## src/design/dsw_defines.vh

```
/*
 Constants for the serial DAC write port: command word layout, reset values and counts.
 Assumes inclusion by bare name from the design files.
*/
`ifndef DSW_DEFINES_VH
`define DSW_DEFINES_VH
`define DSW_WORD_BITS 16
`define DSW_CNT_BITS 5
`define DSW_BIT_CMD 15
`define DSW_BIT_DONTCARE 14
`define DSW_BIT_GAIN 13
`define DSW_BIT_OUTPUT_SHUTDOWN_N 12
`define DSW_CODE_MSB 11
`define DSW_CODE_LSB 0
`define DSW_RES_12 12
`define DSW_RES_10 10
`define DSW_RES_8 8
`define DSW_RST_OUTPUT_SHUTDOWN_N 1'b0
`define DSW_RST_GAIN 1'b0
`define DSW_RST_CODE 12'h000
`define DSW_RST_WORD 16'h0000
`endif

```

## src/design/dsw_port.v

```verilog
/*
 Write-only serial command port of a single-channel voltage-output DAC, with input and
 output registers and a load strobe.
 A select-framed sixteen-bit word is shifted in by the shifter stage, checked for its
 command bit and split into gain, shutdown and code fields for the input register.
 A one-hot load tracker decides when the output register copies the input register.
 Narrow variants zero the unused low code bits instead of storing them.
 Assumes all pins are synchronous to clk and free of metastability; the serial clock
 stays high and low for at least two clk cycles each.
 Assumes the analog side consumes the output register fields and needs no handshake.
 Assumes the host is idle while ce is low, since a frame seen only in part is dropped or, if its select fall is missed, can latch a stale word.
*/
// Overview of operation
// - Words with bit 15 set are dropped; bit 14 is don't-care.
// - Bit 13 selects gain: one gives unity, zero gives double.
// - Bit 12 is active-low shutdown; zero powers output down.
// - Code comes from bits 11..0; unused low bits are not stored.
// - Ten-bit variant: code in bits 11..2, bits 1..0 ignored.
// - Eight-bit variant: code in bits 11..4, bits 3..0 ignored.
// - Three wires in: select, clock, data; nothing goes back.
// - Load-output low copies input register into output register once a first valid word has been accepted.
// - Load tied low updates output right after a valid word completes.
// - Reset forces shutdown bit to zero.
// - Four configuration bits then twelve data bits, sampled on rising clock.
// - Word latched at select rise only after sixteen clocks.
// - Clocks beyond sixteen in one frame are ignored.
// - Clock may idle low or high; sampling always on rising edge.
`timescale 1ns/1ns
`include "dsw_defines.vh"
module dsw_port #(
	parameter RESOLUTION = `DSW_RES_12
) (
	// Clock, reset, enable
	input wire clk,
	input wire rstn,
	input wire ce,
	// Serial link
	input wire cs_n,
	input wire sck,
	input wire sdi,
	// Load strobe
	input wire load_output_n,
	// Output register to analog side
	output reg [`DSW_CODE_MSB:0] dac_code_reg,
	output reg gain_select_n_reg,
	output reg output_shutdown_n_reg,
	output reg out_update_reg,
	// Input register view
	output reg in_valid_reg
);
	localparam LOW_BITS = `DSW_CODE_MSB + 1 - RESOLUTION;

	reg sck_d_reg;
	reg cs_d_reg;
	reg [`DSW_CODE_MSB:0] in_code_reg;
	reg in_gain_reg;
	reg in_output_shutdown_n_reg;
	wire [`DSW_WORD_BITS-1:0] word;
	wire word_done;
	wire [`DSW_CODE_MSB:0] code_mask;

	// Load tracker states, one-hot
	localparam LD_EMPTY = 3'b001;
	localparam LD_HELD = 3'b010;
	localparam LD_FOLLOW = 3'b100;
	reg [2:0] ld_state_reg;
	reg [2:0] ld_state_next;

	// Next values
	reg sck_d_next;
	reg cs_d_next;
	reg [`DSW_CODE_MSB:0] in_code_next;
	reg in_gain_next;
	reg in_output_shutdown_n_next;
	reg in_valid_next;
	reg [`DSW_CODE_MSB:0] dac_code_next;
	reg gain_select_n_next;
	reg output_shutdown_n_next;
	reg out_update_next;

	// Decoded word and load qualifiers
	wire word_gain;
	wire word_output_shutdown_n;
	wire [`DSW_CODE_MSB:0] word_code;
	wire accept;
	wire ld_armed;
	wire load_now;

	// Rising clock sampling works for either idle level
	wire sck_rise = sck & ~sck_d_reg;
	wire cs_fall = cs_d_reg & ~cs_n;
	wire cs_rise = ~cs_d_reg & cs_n;
	// Only the three inputs feed the shifter; no output goes back
	wire cs_low = ~cs_n;

	// Low code bits of narrower variants are forced to zero, not stored
	genvar gi;
	generate
		for (gi = 0; gi <= `DSW_CODE_MSB; gi = gi + 1) begin : g_mask
			assign code_mask[gi] = (gi >= LOW_BITS);
		end
	endgenerate

	dsw_shifter #(
		.WORD_BITS(`DSW_WORD_BITS)
	) u_shift (
		.clk(clk),
		.rstn(rstn),
		.ce(ce),
		.sck_rise(sck_rise),
		.cs_fall(cs_fall),
		.cs_rise(cs_rise),
		.cs_low(cs_low),
		.sdi(sdi),
		.word_reg(word),
		.word_done_reg(word_done)
	);

	// A word with the command bit set is thrown away whole
	assign accept = word_done & ~word[`DSW_BIT_CMD];
	// Bit 14 is never looked at, so the host may send anything there
	assign word_gain = word[`DSW_BIT_GAIN];
	assign word_output_shutdown_n = word[`DSW_BIT_OUTPUT_SHUTDOWN_N];
	assign word_code = word[`DSW_CODE_MSB:`DSW_CODE_LSB] & code_mask;

	// Edge detector samples
	always @* begin
		sck_d_next = sck;
		cs_d_next = cs_n;
	end

	// Input register next values
	always @* begin
		in_code_next = in_code_reg;
		in_gain_next = in_gain_reg;
		in_output_shutdown_n_next = in_output_shutdown_n_reg;
		if (accept) begin
			in_gain_next = word_gain;
			in_output_shutdown_n_next = word_output_shutdown_n;
			in_code_next = word_code;
		end
	end

	// Nothing reaches the output before the first accepted word, so a tied-low strobe
	// keeps the output shut down until then
	always @* begin
		ld_state_next = ld_state_reg;
		case (ld_state_reg)
			LD_EMPTY: begin
				if (accept) begin
					ld_state_next = LD_HELD;
				end
			end
			LD_HELD: begin
				if (!load_output_n) begin
					ld_state_next = LD_FOLLOW;
				end
			end
			LD_FOLLOW: begin
				if (load_output_n) begin
					ld_state_next = LD_HELD;
				end
			end
			default: begin
				// An illegal code falls back to empty; the host only has to resend
				ld_state_next = LD_EMPTY;
			end
		endcase
		in_valid_next = |(ld_state_next & (LD_HELD | LD_FOLLOW));
	end

	// Level load: while low the output register follows the input register, so a tied-low
	// strobe updates one cycle after the word lands
	assign ld_armed = |(ld_state_reg & (LD_HELD | LD_FOLLOW));
	assign load_now = ~load_output_n & ld_armed;

	// Output register next values
	always @* begin
		dac_code_next = dac_code_reg;
		gain_select_n_next = gain_select_n_reg;
		output_shutdown_n_next = output_shutdown_n_reg;
		out_update_next = load_now;
		if (load_now) begin
			dac_code_next = in_code_reg;
			gain_select_n_next = in_gain_reg;
			output_shutdown_n_next = in_output_shutdown_n_reg;
		end
	end

	always @(posedge clk or negedge rstn) begin
		if (!rstn) begin
			sck_d_reg <= 1'b0;
			cs_d_reg <= 1'b1;
		end else if (ce) begin
			sck_d_reg <= sck_d_next;
			cs_d_reg <= cs_d_next;
		end
	end

	// Input register
	always @(posedge clk or negedge rstn) begin
		if (!rstn) begin
			in_code_reg <= `DSW_RST_CODE;
			in_gain_reg <= `DSW_RST_GAIN;
			in_output_shutdown_n_reg <= `DSW_RST_OUTPUT_SHUTDOWN_N;
			in_valid_reg <= 1'b0;
			ld_state_reg <= LD_EMPTY;
		end else if (ce) begin
			in_code_reg <= in_code_next;
			in_gain_reg <= in_gain_next;
			in_output_shutdown_n_reg <= in_output_shutdown_n_next;
			in_valid_reg <= in_valid_next;
			ld_state_reg <= ld_state_next;
		end
	end

	// Output register; ce low freezes it along with everything else
	always @(posedge clk or negedge rstn) begin
		if (!rstn) begin
			dac_code_reg <= `DSW_RST_CODE;
			gain_select_n_reg <= `DSW_RST_GAIN;
			output_shutdown_n_reg <= `DSW_RST_OUTPUT_SHUTDOWN_N;
			out_update_reg <= 1'b0;
		end else if (ce) begin
			dac_code_reg <= dac_code_next;
			gain_select_n_reg <= gain_select_n_next;
			output_shutdown_n_reg <= output_shutdown_n_next;
			out_update_reg <= out_update_next;
		end
	end
endmodule

```

## src/design/dsw_shifter.v

```verilog
/*
 Serial shift stage of the DAC write port: counts and captures the first sixteen bits of a
 frame and flags a complete word at the select rising edge.
 Assumes sck, cs_n and sdi are synchronous to clk and already edge-qualified by the caller.
*/
`timescale 1ns/1ns
`include "dsw_defines.vh"
module dsw_shifter #(
	parameter WORD_BITS = `DSW_WORD_BITS
) (
	// Clock, reset, enable
	input wire clk,
	input wire rstn,
	input wire ce,
	// Qualified events
	input wire sck_rise,
	input wire cs_fall,
	input wire cs_rise,
	input wire cs_low,
	input wire sdi,
	// Captured word
	output reg [WORD_BITS-1:0] word_reg,
	output reg word_done_reg
);
	reg [WORD_BITS-1:0] shift_reg;
	reg [`DSW_CNT_BITS-1:0] count_reg;
	wire full = (count_reg == WORD_BITS[`DSW_CNT_BITS-1:0]);

	always @(posedge clk or negedge rstn) begin
		if (!rstn) begin
			shift_reg <= `DSW_RST_WORD;
			count_reg <= 5'h00;
			word_reg <= `DSW_RST_WORD;
			word_done_reg <= 1'b0;
		end else if (ce) begin
			word_done_reg <= 1'b0;
			if (cs_fall) begin
				count_reg <= 5'h00;
			end else if (cs_low && sck_rise && !full) begin
				// First bit in lands at bit 15 after sixteen shifts
				shift_reg <= {shift_reg[WORD_BITS-2:0], sdi};
				count_reg <= count_reg + 5'h01;
			end
			// Extra clocks beyond sixteen are ignored above
			if (cs_rise && full) begin
				word_reg <= shift_reg;
				word_done_reg <= 1'b1;
			end
		end
	end
endmodule

```

## config.mk

```make
export PLATFORM = sky130hd
export DESIGN_NAME = dsw_port
export DESIGN_NICKNAME = d
export VERILOG_FILES = /design/src/design/dsw_port.v /design/src/design/dsw_shifter.v
export VERILOG_INCLUDE_DIRS = /design/src /design/src/design
export SDC_FILE = /design/constraint.sdc
export NUM_CORES = 1
export LEC_CHECK = 0
export ABC_AREA = 1
export BUFFER_PORTS_ARGS = -buffer_cell sky130_fd_sc_hd__buf_2
export CAP_MARGIN = 15
export CORE_MARGIN = 2
export CORE_UTILIZATION = 63
export DETAILED_ROUTE_END_ITERATION = 10
export PLACE_DENSITY_LB_ADDON = 0.25
export SLEW_MARGIN = 20
export SYNTH_ARGS = -nofsm -noshare
export SYNTH_HDL_FRONTEND = slang
export SYNTH_SLANG_ARGS = --single-unit
```

## constraint.sdc

```tcl
create_clock -name clk -period 3.42 [get_ports clk]
set_input_delay 0.171 -clock clk [delete_from_list [all_inputs] [get_ports clk]]
set_output_delay 0.171 -clock clk [all_outputs]
set_load 0.01 [all_outputs]
```

==> results.yml, run 1 <==
global_route:
  grt_overflow: 0
  grt_max_degree: 44
  grt_pass1_wl_um: 8430
  grt_usage: 0.210
  grt_pass1_vias: 1928
  antenna_found_initial: 0
min_path:
  hp-class: "input port to flip-flop"
  hp-start: "sdi"
  hold_depth: 3
placed_design:
  port-buffer-count: 22
  hpwl_um: 3100
  dp.cells: 380
  gp_congestion: 0.820
job:
  cap_violations: 0
power_and_ir_drop:
  p_leak_nw: 1.74
  powerDensity_nw_per_um2: 609
  peakVddDrop_v: 0.000356
  p_total_mw: 2.04
sta:
  finalClockSkew_ps: 8.95
  worst_slew_pin_slew_ps: 741
  finalMaxSlewViolations: 0
  min_period_ps: 1690
  tns_ps: 0
  hold_viol: 0
  timing.final.crit_share: 0.495
  fmax_mhz: 591
  rsz0062_at_grt: "no"
  setup_viol: 0
  relSlewSlack: 0.504
finish:
  nets: 347
  largest_register_ff_count: 16
  final_common_cell: "nand2_1"
  antenna_cells: 0
  area_delta_synth_final_pct: 10.9
  final_cell_mix: "80 x nand2_1, 70 x dfrtp_1, 39 x inv_1"
  drive_gt1_frac: 0.201
  final_cells: 397
logic_synthesis:
  ys_seq_elements: 72
  synthTopCellsByArea: "dfrtp_1 58%, nand2_1 9.9%, o21ai_2 6.1%, inv_1 4.8%, o21ai_1 2.6%"
  syn-cell-area_um2: 3020
  yosysWarnings: 0
  yosysUniqueCellTypes: 22
  syn_inst: 313
  yosysSeqAreaShare: 0.597
  syn_nets: 322
  yosys.area.top_type: "dfrtp_1"
  syn_area_per_cell_um2: 9.66
  netlist.area_leader.share: 0.579
critical_path:
  worstPathRequired_ps: 3640
  slowest_delay_ps: 430
  critical_path_arrival_ps: 1910
  crit_start: "u_shift.count_reg[0]$_DFFE_PN0P_"
  r2r-start: "u_shift.count_reg[0]$_DFFE_PN0P_"
  critPathMaxFanout: 37
  critPathSlowestCell: "dfrtp_1"
  critPathCaptureType: "flip-flop"
  path_cells: "inv_1, ha_1, nand3_1, nand3_4, nand2_1, o21ai_2"
  worstSetupPathType: "flip-flop to flip-flop"
  startpoint_type: "flip-flop"
  reg2reg_depth: 6
clock_network:
  cts.clk_slew.worst_paths_ps: 70
  numCtsBuffers: 9
  ctsResizeCount: 0
  postCtsHoldBufs: 1
  clockBufferDepth: 2
  cts_root_buf: "clkbuf_8"
  cts_setup_buffers: 0
  cts_tree: "done"
  clkSinkCount: 72
  cts_max_level: 3
  clock_latency_ps: 340
detailed_routing:
  num_vias: 2025
  antenna_left: 0
  wl_um: 4730
  drc: 0
  drtIter0Drc: 165
  firstDrtPassIters: 4
  wl_per_cell_um: 11.9
  viasPerCell: 5.10
floorplanning:
  rows: 25
  io_pins: 23
  die_h_um: 73.3
  start_util: 0.649
  die-area_um2: 5370
  dieWidth_um: 73.3
  core_area_um2: 4660
outcome:
  outcome: "completed"
==> routing by layer <==
layer | wire, um | track usage | share of wire
met1 | 2380 | 0.287 | 0.50
met2 | 2090 | 0.314 | 0.44
met3 | 121 | 0.0412 | 0.026
met4 | 126 | 0.126 | 0.027
met5 | 0 | 0 | 0
==> metrics by stage <==
stage	instance area [um^2]	hold slack, ps	util	worst slack, ps
finish	3350	64.6	0.719	1730
floorplan	3020	-125	-	2120
global placement	3120	235	0.670	1810
detailed placement	3120	234	0.670	1760
CTS	3350	54.5	0.719	1730
global route	3350	62.5	0.719	1610
==> cell usage after synthesis (all sizes together) <==
cell type and instances:
nand2 82, dfrtp 70, o21ai 50, inv 40, nor2 22, nand3 16, a21oi 12, buf 11
dfstp 2, ha 2, xor2 2, a21boi 1, nand4 1, nor3 1, xnor2 1
==> cell families after synthesis <==
logic type / Yosys count / synth area share
buffers and inverters: 51 / 0.0803
AND/OR/NAND/NOR: 122 / 0.175
AO/OA/AOI/OAI: 63 / 0.131
flip-flops: 72 / 0.597
adder cells (fa/ha/maj): 2 / 0.00828
XOR/XNOR: 3 / 0.00869
==> area by class of cell <==
cell class,instances,area [um^2]
fill,335,1310
timing repair buffer,25,135
inverter,40,150
multi-input combinational,190,976
tap,54,67.6
clock inverter,6,82.6
sequential,72,1800
clock buffer,10,138
==> worst max-delay path, delay by kind of cell (launching register included) <==
family          cells  cell delay [ps]
compound gates      1               70
flops               1              430
buf+inv             1               70
fa+ha+maj           1              210
simple gates        3              790
==> worst paths after layout <==
| check | end | slack (ps) |
|---|---|---|
| worst max register to register | u_shift.shift_reg[15]$_DFFE_PN0P_ | 1730 |
| worst min register to register | dac_code_reg[1]$_DFFE_PN0P_ | 470 |
| max in group asynchronous | ld_state_reg[0]$_DFFE_PN1P_ | 2070 |
| min in group asynchronous | u_shift.count_reg[2]$_DFFE_PN0P_ | 380 |
| worst min-delay path | u_shift.shift_reg[0]$_DFFE_PN0P_ | 60 |
| worst max-delay path | u_shift.shift_reg[15]$_DFFE_PN0P_ | 1730 |
==> where the power goes <==
part / internal [mW] / total, mW / switching (mW)
Combinational: 0.117 / 0.292 / 0.174
Clock: 0.427 / 0.739 / 0.313
Sequential: 0.954 / 1.01 / 0.0558
Total: 1.50 / 2.04 / 0.543
No activity file was read; power rests on OpenSTA's default activity.
==> run 2: changes to the inputs <==
- CORE_UTILIZATION: 63 -> 53
- clock period: 3.42 -> 1.4 ns (I/O delays scaled with it)
==> run 2 against run 1 <==
Design area is 3.5% higher. Count of clock-buffer cells in the layout did not move. Sequential cell count unchanged. Global-route usage fell by 3.7 points. Register-to-register slack got worse by 1600 ps. Die area increased by 18%. Wire length increased by 1.5%. Hold slack lost 24 ps. Critical path type unchanged. Largest cell class unchanged. Highest routed layer unchanged.
==> results.yml, run 2 (synthesis gave the netlist of run 1 again) <==
outcome:
  outcome: "completed"
finish:
  nets: 355
  final_cell_mix: "80 x nand2_1, 70 x dfrtp_1, 39 x inv_1"
  antenna_cells: 0
  final_cells: 423
  utilization: 0.631
  area_delta_synth_final_pct: 14.9
  final_common_cell: "nand2_1"
  stdcell_area_um2: 3470
  drive_gt1_frac: 0.219
  largest_register_ff_count: 16
global_route:
  grt_usage: 0.174
  antenna_found_initial: 0
  grt_overflow: 0
  grt_pass1_vias: 1904
  grt_max_degree: 73
  grt_use_met1: 0.239
  busiest_layer: "met2"
  use_met3: 0.0475
  grt_use_met2: 0.255
  grt_pass1_wl_um: 8540
sta:
  timing.final.crit_share: 0.918
  setup_ws_ps: 115
  hold_viol: 0
  setup_viol: 0
  rsz0062_at_grt: "no"
  tns_ps: 0
  min_period_ps: 1290
  worst_slew_pin_slew_ps: 375
  finalMaxSlewViolations: 0
  relSlewSlack: 0.750
  fmax_mhz: 778
  finalClockSkew_ps: 8.47
critical_path:
  r2r_end: "u_shift.shift_reg[2]$_DFFE_PN0P_"
  critPathCaptureType: "flip-flop"
  critical_path_arrival_ps: 1520
  reg2reg_slack_ps: 110
  reg2reg_depth: 7
  r2r-start: "u_shift.count_reg[0]$_DFFE_PN0P_"
  worstSetupPathType: "flip-flop to flip-flop"
  cp-endpoint: "u_shift.shift_reg[2]$_DFFE_PN0P_"
  crit_start: "u_shift.count_reg[0]$_DFFE_PN0P_"
  worstPathRequired_ps: 1630
  startpoint_type: "flip-flop"
  critPathMaxFanout: 7
power_and_ir_drop:
  intPower_mw: 3.52
  powerDensity_nw_per_um2: 1410
  p_leak_nw: 1.78
  pwr-share-comb: 0.157
  switching_share: 0.282
  seqPwrFrac: 0.504
  peakVddDrop_v: 0.000676
  power_frac_clock: 0.339
  p_sw_mw: 1.38
placed_design:
  gp_congestion: 0.780
  place_ws_ps: 87.7
  port-buffer-count: 22
  hpwl_um: 3170
  post_dp_cell_area_um2: 3230
  dp.cells: 404
floorplanning:
  core_area_um2: 5510
  die-area_um2: 6320
  rows: 27
  io_pins: 23
  die_h_um: 79.5
  start_util: 0.549
  dieWidth_um: 79.5
detailed_routing:
  firstDrtPassIters: 4
  wl_um: 4790
  drc: 0
  num_vias: 2054
  drtIter0Drc: 143
  wl_per_cell_um: 11.3
  antenna_left: 0
  viasPerCell: 4.86
clock_network:
  clockBufferDepth: 2
  cts_max_level: 3
  clkSinkCount: 72
  cts.clk_slew.worst_paths_ps: 80
  numCtsBuffers: 9
  cts_tree: "done"
  cts_root_buf: "clkbuf_8"
  clock_latency_ps: 340
  cts_setup_buffers: 0
min_path:
  hp-class: "input port to flip-flop"
  hp-start: "cs_n"
job:
  cap_violations: 0
==> run 2: cell type report <==
class | count | area [um^2]
multi-input cells | 190 | 983
inverters | 40 | 150
fillers | 459 | 2030
flip-flops and latches | 72 | 1800
well taps | 72 | 90.1
repair buffers | 33 | 238
clock inverters | 6 | 68.8
clock buffers | 10 | 138
==> run 2: repair_timing <==
action,in CTS,in global routing
gates resized for setup,0,2
hold buffers,3,0
setup endpoints to repair,0,14
endpoints found under the hold margin,72,0
==> run 2: worst min-delay path by stage <==
stage	endpoint	depth (start not counted)
floorplan	dac_code_reg[0]$_DFFE_PN0P_	0
global placement	u_shift.count_reg[3]$_DFFE_PN0P_	2
detailed placement	u_shift.count_reg[2]$_DFFE_PN0P_	2
CTS	cs_d_reg$_DFFE_PN1P_	3
global route	cs_d_reg$_DFFE_PN1P_	3
finish	cs_d_reg$_DFFE_PN1P_	3
==> run 2: power groups by stage <==
stage                     registers, mW  logic (mW)  clock network, mW
after global routing               2.50       0.883               1.80
after global placement             2.49       0.742                  0
after CTS                          2.47       0.781               1.71
after floorplan                    2.58       0.357                  0
final                              2.47       0.772               1.66
after detailed placement           2.51       0.772                  0
==> run 2: routing by layer <==
metal | routed length, um | up-vias
met3 | 207 | 9
met2 | 2080 | 44
met1 | 2430 | 946
li1 | - | 1055
met5 | 0 | -
met4 | 74 | 0
==> run 2: critical path, cell delays in order, from the launching register on <==
cell     delay, ps
dfrtp_1        350
inv_1           50
ha_1           220
nand3_2        110
nand3_4        130
buf_4          200
nand2_1         70
o21ai_2         50
==> run 2: through the flow <==
| stage | power, mW | hold WS, ps |
|---|---|---|
| final | 4.90 | 40.2 |
| after global routing | 5.19 | 54.9 |
| after CTS | 4.96 | 13.9 |
| after detailed placement | 3.28 | 142 |
| after global placement | 3.23 | 128 |
| after floorplan | 2.94 | -226 |
==> run 3: changes to the inputs <==
- ABC_AREA: 1 -> unset
==> run 3 against run 2 <==
The run now ends with negative setup slack left. Die area fell by 1.8%. Sequential cell count unchanged. Core utilization is 6.1 points higher. Combinational power fell by 17%. Critical path type unchanged. First-iteration DRC count fell by 48%. Sequential power is 7% lower. Via count shrank 11%. Final cell count is 21% lower. Clock power decreased by 8%.
==> results.yml, run 3 <==
global_route:
  grt_usage: 0.181
  grt_max_degree: 29
  grt_pass1_wl_um: 8520
  antenna_found_initial: 0
  grt_overflow: 0
  grt_pass1_vias: 1747
finish:
  area_delta_synth_final_pct: 27.0
  utilization: 0.692
  antenna_cells: 0
  final_common_cell: "dfrtp_1"
  nets: 268
  nFillCells: 383
  drive_gt1_frac: 0.534
  final_cell_mix: "70 x dfrtp_1, 45 x mux2_2, 22 x buf_2"
  stdcell_area_um2: 3760
  largest_register_ff_count: 16
power_and_ir_drop:
  p_leak_nw: 1.89
  p_total_mw: 4.46
  powerDensity_nw_per_um2: 1180
  peakVddDrop_v: 0.00101
placed_design:
  port-buffer-count: 22
  gp_congestion: 0.851
  hpwl_um: 3460
  post_dp_cell_area_um2: 3390
  place_ws_ps: -326
detailed_routing:
  wl_um: 5470
  firstDrtPassIters: 4
  num_vias: 1821
  wl_per_cell_um: 16.4
  viasPerCell: 5.45
  drc: 0
  antenna_left: 0
  drtIter0Drc: 75
logic_synthesis:
  syn_inst: 202
  synthTopCellsByArea: "dfrtp_1 59%, mux2_2 23%, dfstp_2 1.8%, nand2b_1 1.3%, o21ai_0 1.0%"
  netlist.area_leader.share: 0.591
  yosys.area.top_type: "dfrtp_1"
  ys_seq_elements: 72
  ys.flop_type: "dfrtp_1"
  synth_edf_count: 0
  async_flop_share: 1.00
  syn_area_per_cell_um2: 14.7
  yosysSeqAreaShare: 0.609
  syn-cell-area_um2: 2960
  synth_commonest_cells: "70 x dfrtp_1, 60 x mux2_2, 8 x inv_1"
  yosysUniqueCellTypes: 39
  syn_nets: 211
  yosysWarnings: 0
  synthMostInstantiatedCell: "dfrtp_1"
clock_network:
  clkSinkCount: 72
  numCtsBuffers: 9
  clockBufferDepth: 2
  cts_max_level: 3
  clock_latency_ps: 340
  cts_root_buf: "clkbuf_8"
  cts_tree: "done"
  cts.clk_slew.worst_paths_ps: 70
critical_path:
  worstPathRequired_ps: 1620
  r2r-start: "u_shift.count_reg[1]$_DFFE_PN0P_"
  critical_path_arrival_ps: 1960
  reg2reg_slack_ps: -330
  worstSetupPathType: "flip-flop to flip-flop"
  slowest_delay_ps: 390
  reg2reg_depth: 6
  critPathMaxFanout: 16
  critPathCaptureType: "flip-flop"
  critPathSlowestCell: "dfrtp_1"
  path_cells: "inv_2, ha_4, and4bb_4, nor3b_4, buf_12, mux2_2"
  startpoint_type: "flip-flop"
  r2r_end: "u_shift.word_reg[15]$_DFFE_PN0P_"
floorplanning:
  start_util: 0.545
  rows: 27
  die_h_um: 78.8
  io_pins: 23
  die-area_um2: 6210
  core_area_um2: 5440
  dieWidth_um: 78.8
sta:
  setup_ws_ps: -335
  hold_viol: 0
  finalClockSkew_ps: 11.2
  fmax_mhz: 576
  relSlewSlack: 0.664
  min_period_ps: 1730
  tns_ps: -9230
  finalMaxSlewViolations: 0
  worst_slew_pin_slew_ps: 504
  timing.final.crit_share: 1.24
  setup_viol: 36
  rsz0062_at_grt: "yes"
min_path:
  hp-start: "load_output_n"
  min_to: "ld_state_reg[1]$_DFFE_PN0P_"
  hold_depth: 3
  hp-class: "input port to flip-flop"
job:
  cap_violations: 0
outcome:
  violations: "negative setup slack"
  outcome: "finished, violations left"
[run 3: changes by cell type after synthesis, sizes merged, moves of 6 or more]
cell | previous run | this run
nand2 | 82 | 4
mux2 | 0 | 60
o21ai | 50 | 6
inv | 40 | 8
nor2 | 22 | 3
nand3 | 16 | 2
a21oi | 12 | 2
buf | 11 | 5
nand2b | 0 | 6
[run 3: worst max path at each step]
stage	endpoint	start	slack (ps)	depth (start not counted)
global placement	u_shift.word_reg[12]$_DFFE_PN0P_	u_shift.count_reg[1]$_DFFE_PN0P_	-290	6
CTS	u_shift.word_reg[11]$_DFFE_PN0P_	u_shift.count_reg[1]$_DFFE_PN0P_	-330	6
floorplan	u_shift.word_reg[10]$_DFFE_PN0P_	u_shift.count_reg[0]$_DFFE_PN0P_	-450	6
global route	u_shift.word_reg[3]$_DFFE_PN0P_	u_shift.count_reg[1]$_DFFE_PN0P_	-400	6
detailed placement	u_shift.word_reg[15]$_DFFE_PN0P_	u_shift.count_reg[1]$_DFFE_PN0P_	-330	6
finish	u_shift.word_reg[15]$_DFFE_PN0P_	u_shift.count_reg[1]$_DFFE_PN0P_	-330	6
[run 3: final cells by class]
class	count	area, um^2	share of cell area
Tap cell	72	90.1	0.0239
Sequential cell	72	1800	0.479
Multi-Input combinational cell	115	1220	0.323
Clock inverter	4	47.5	0.0126
Clock buffer	10	128	0.0339
Inverter	8	30.0	0.00798
Timing Repair Buffer	53	448	0.119
[run 3: repair_timing]
item,4_1_cts,5_1_grt
endpoints found under the setup margin,36,37
resized for setup,6,18
pin swaps,4,4
hold buffers,3,1
cloned,0,1
hold endpoints to repair,20,1
buffers inserted,4,3
[run 3: logic make-up after synthesis]
logic type | share of synthesized area
compound gates | 0.0502
buf+inv | 0.0257
fa+ha+maj | 0.00844
flops | 0.609
mux | 0.228
simple gates | 0.0789
[run 3: stage by stage]
step	instances	hold WS, ps
final	334	42.5
after global routing	334	44.8
after CTS	332	-28.3
after detailed placement	311	67.4
after global placement	311	62.4
after floorplan	202	-226
[run 3: metal layers]
metal	GRT usage	wire, um	vias up
met1	0.253	2510	940
met4	0.0754	72	0
met3	0.0477	153	8
li1	-	-	846
met2	0.269	2730	27
met5	0	0	-
[run 3: worst max-delay path, delay by kind of cell, from the launching register on]
family | cells | cell delay [ps]
muxes | 1 | 350
buffers and inverters | 2 | 260
adders and majority gates | 1 | 120
DFF | 1 | 390
and+or+nand+nor | 2 | 510
[run 3: power breakdown]
| part | total, mW | switching, mW | leakage, nW | internal, mW |
|---|---|---|---|---|
| sequential | 2.29 | 0.0875 | 0.979 | 2.20 |
| clock | 1.53 | 0.728 | 0.0880 | 0.798 |
| combinational | 0.641 | 0.295 | 0.819 | 0.346 |
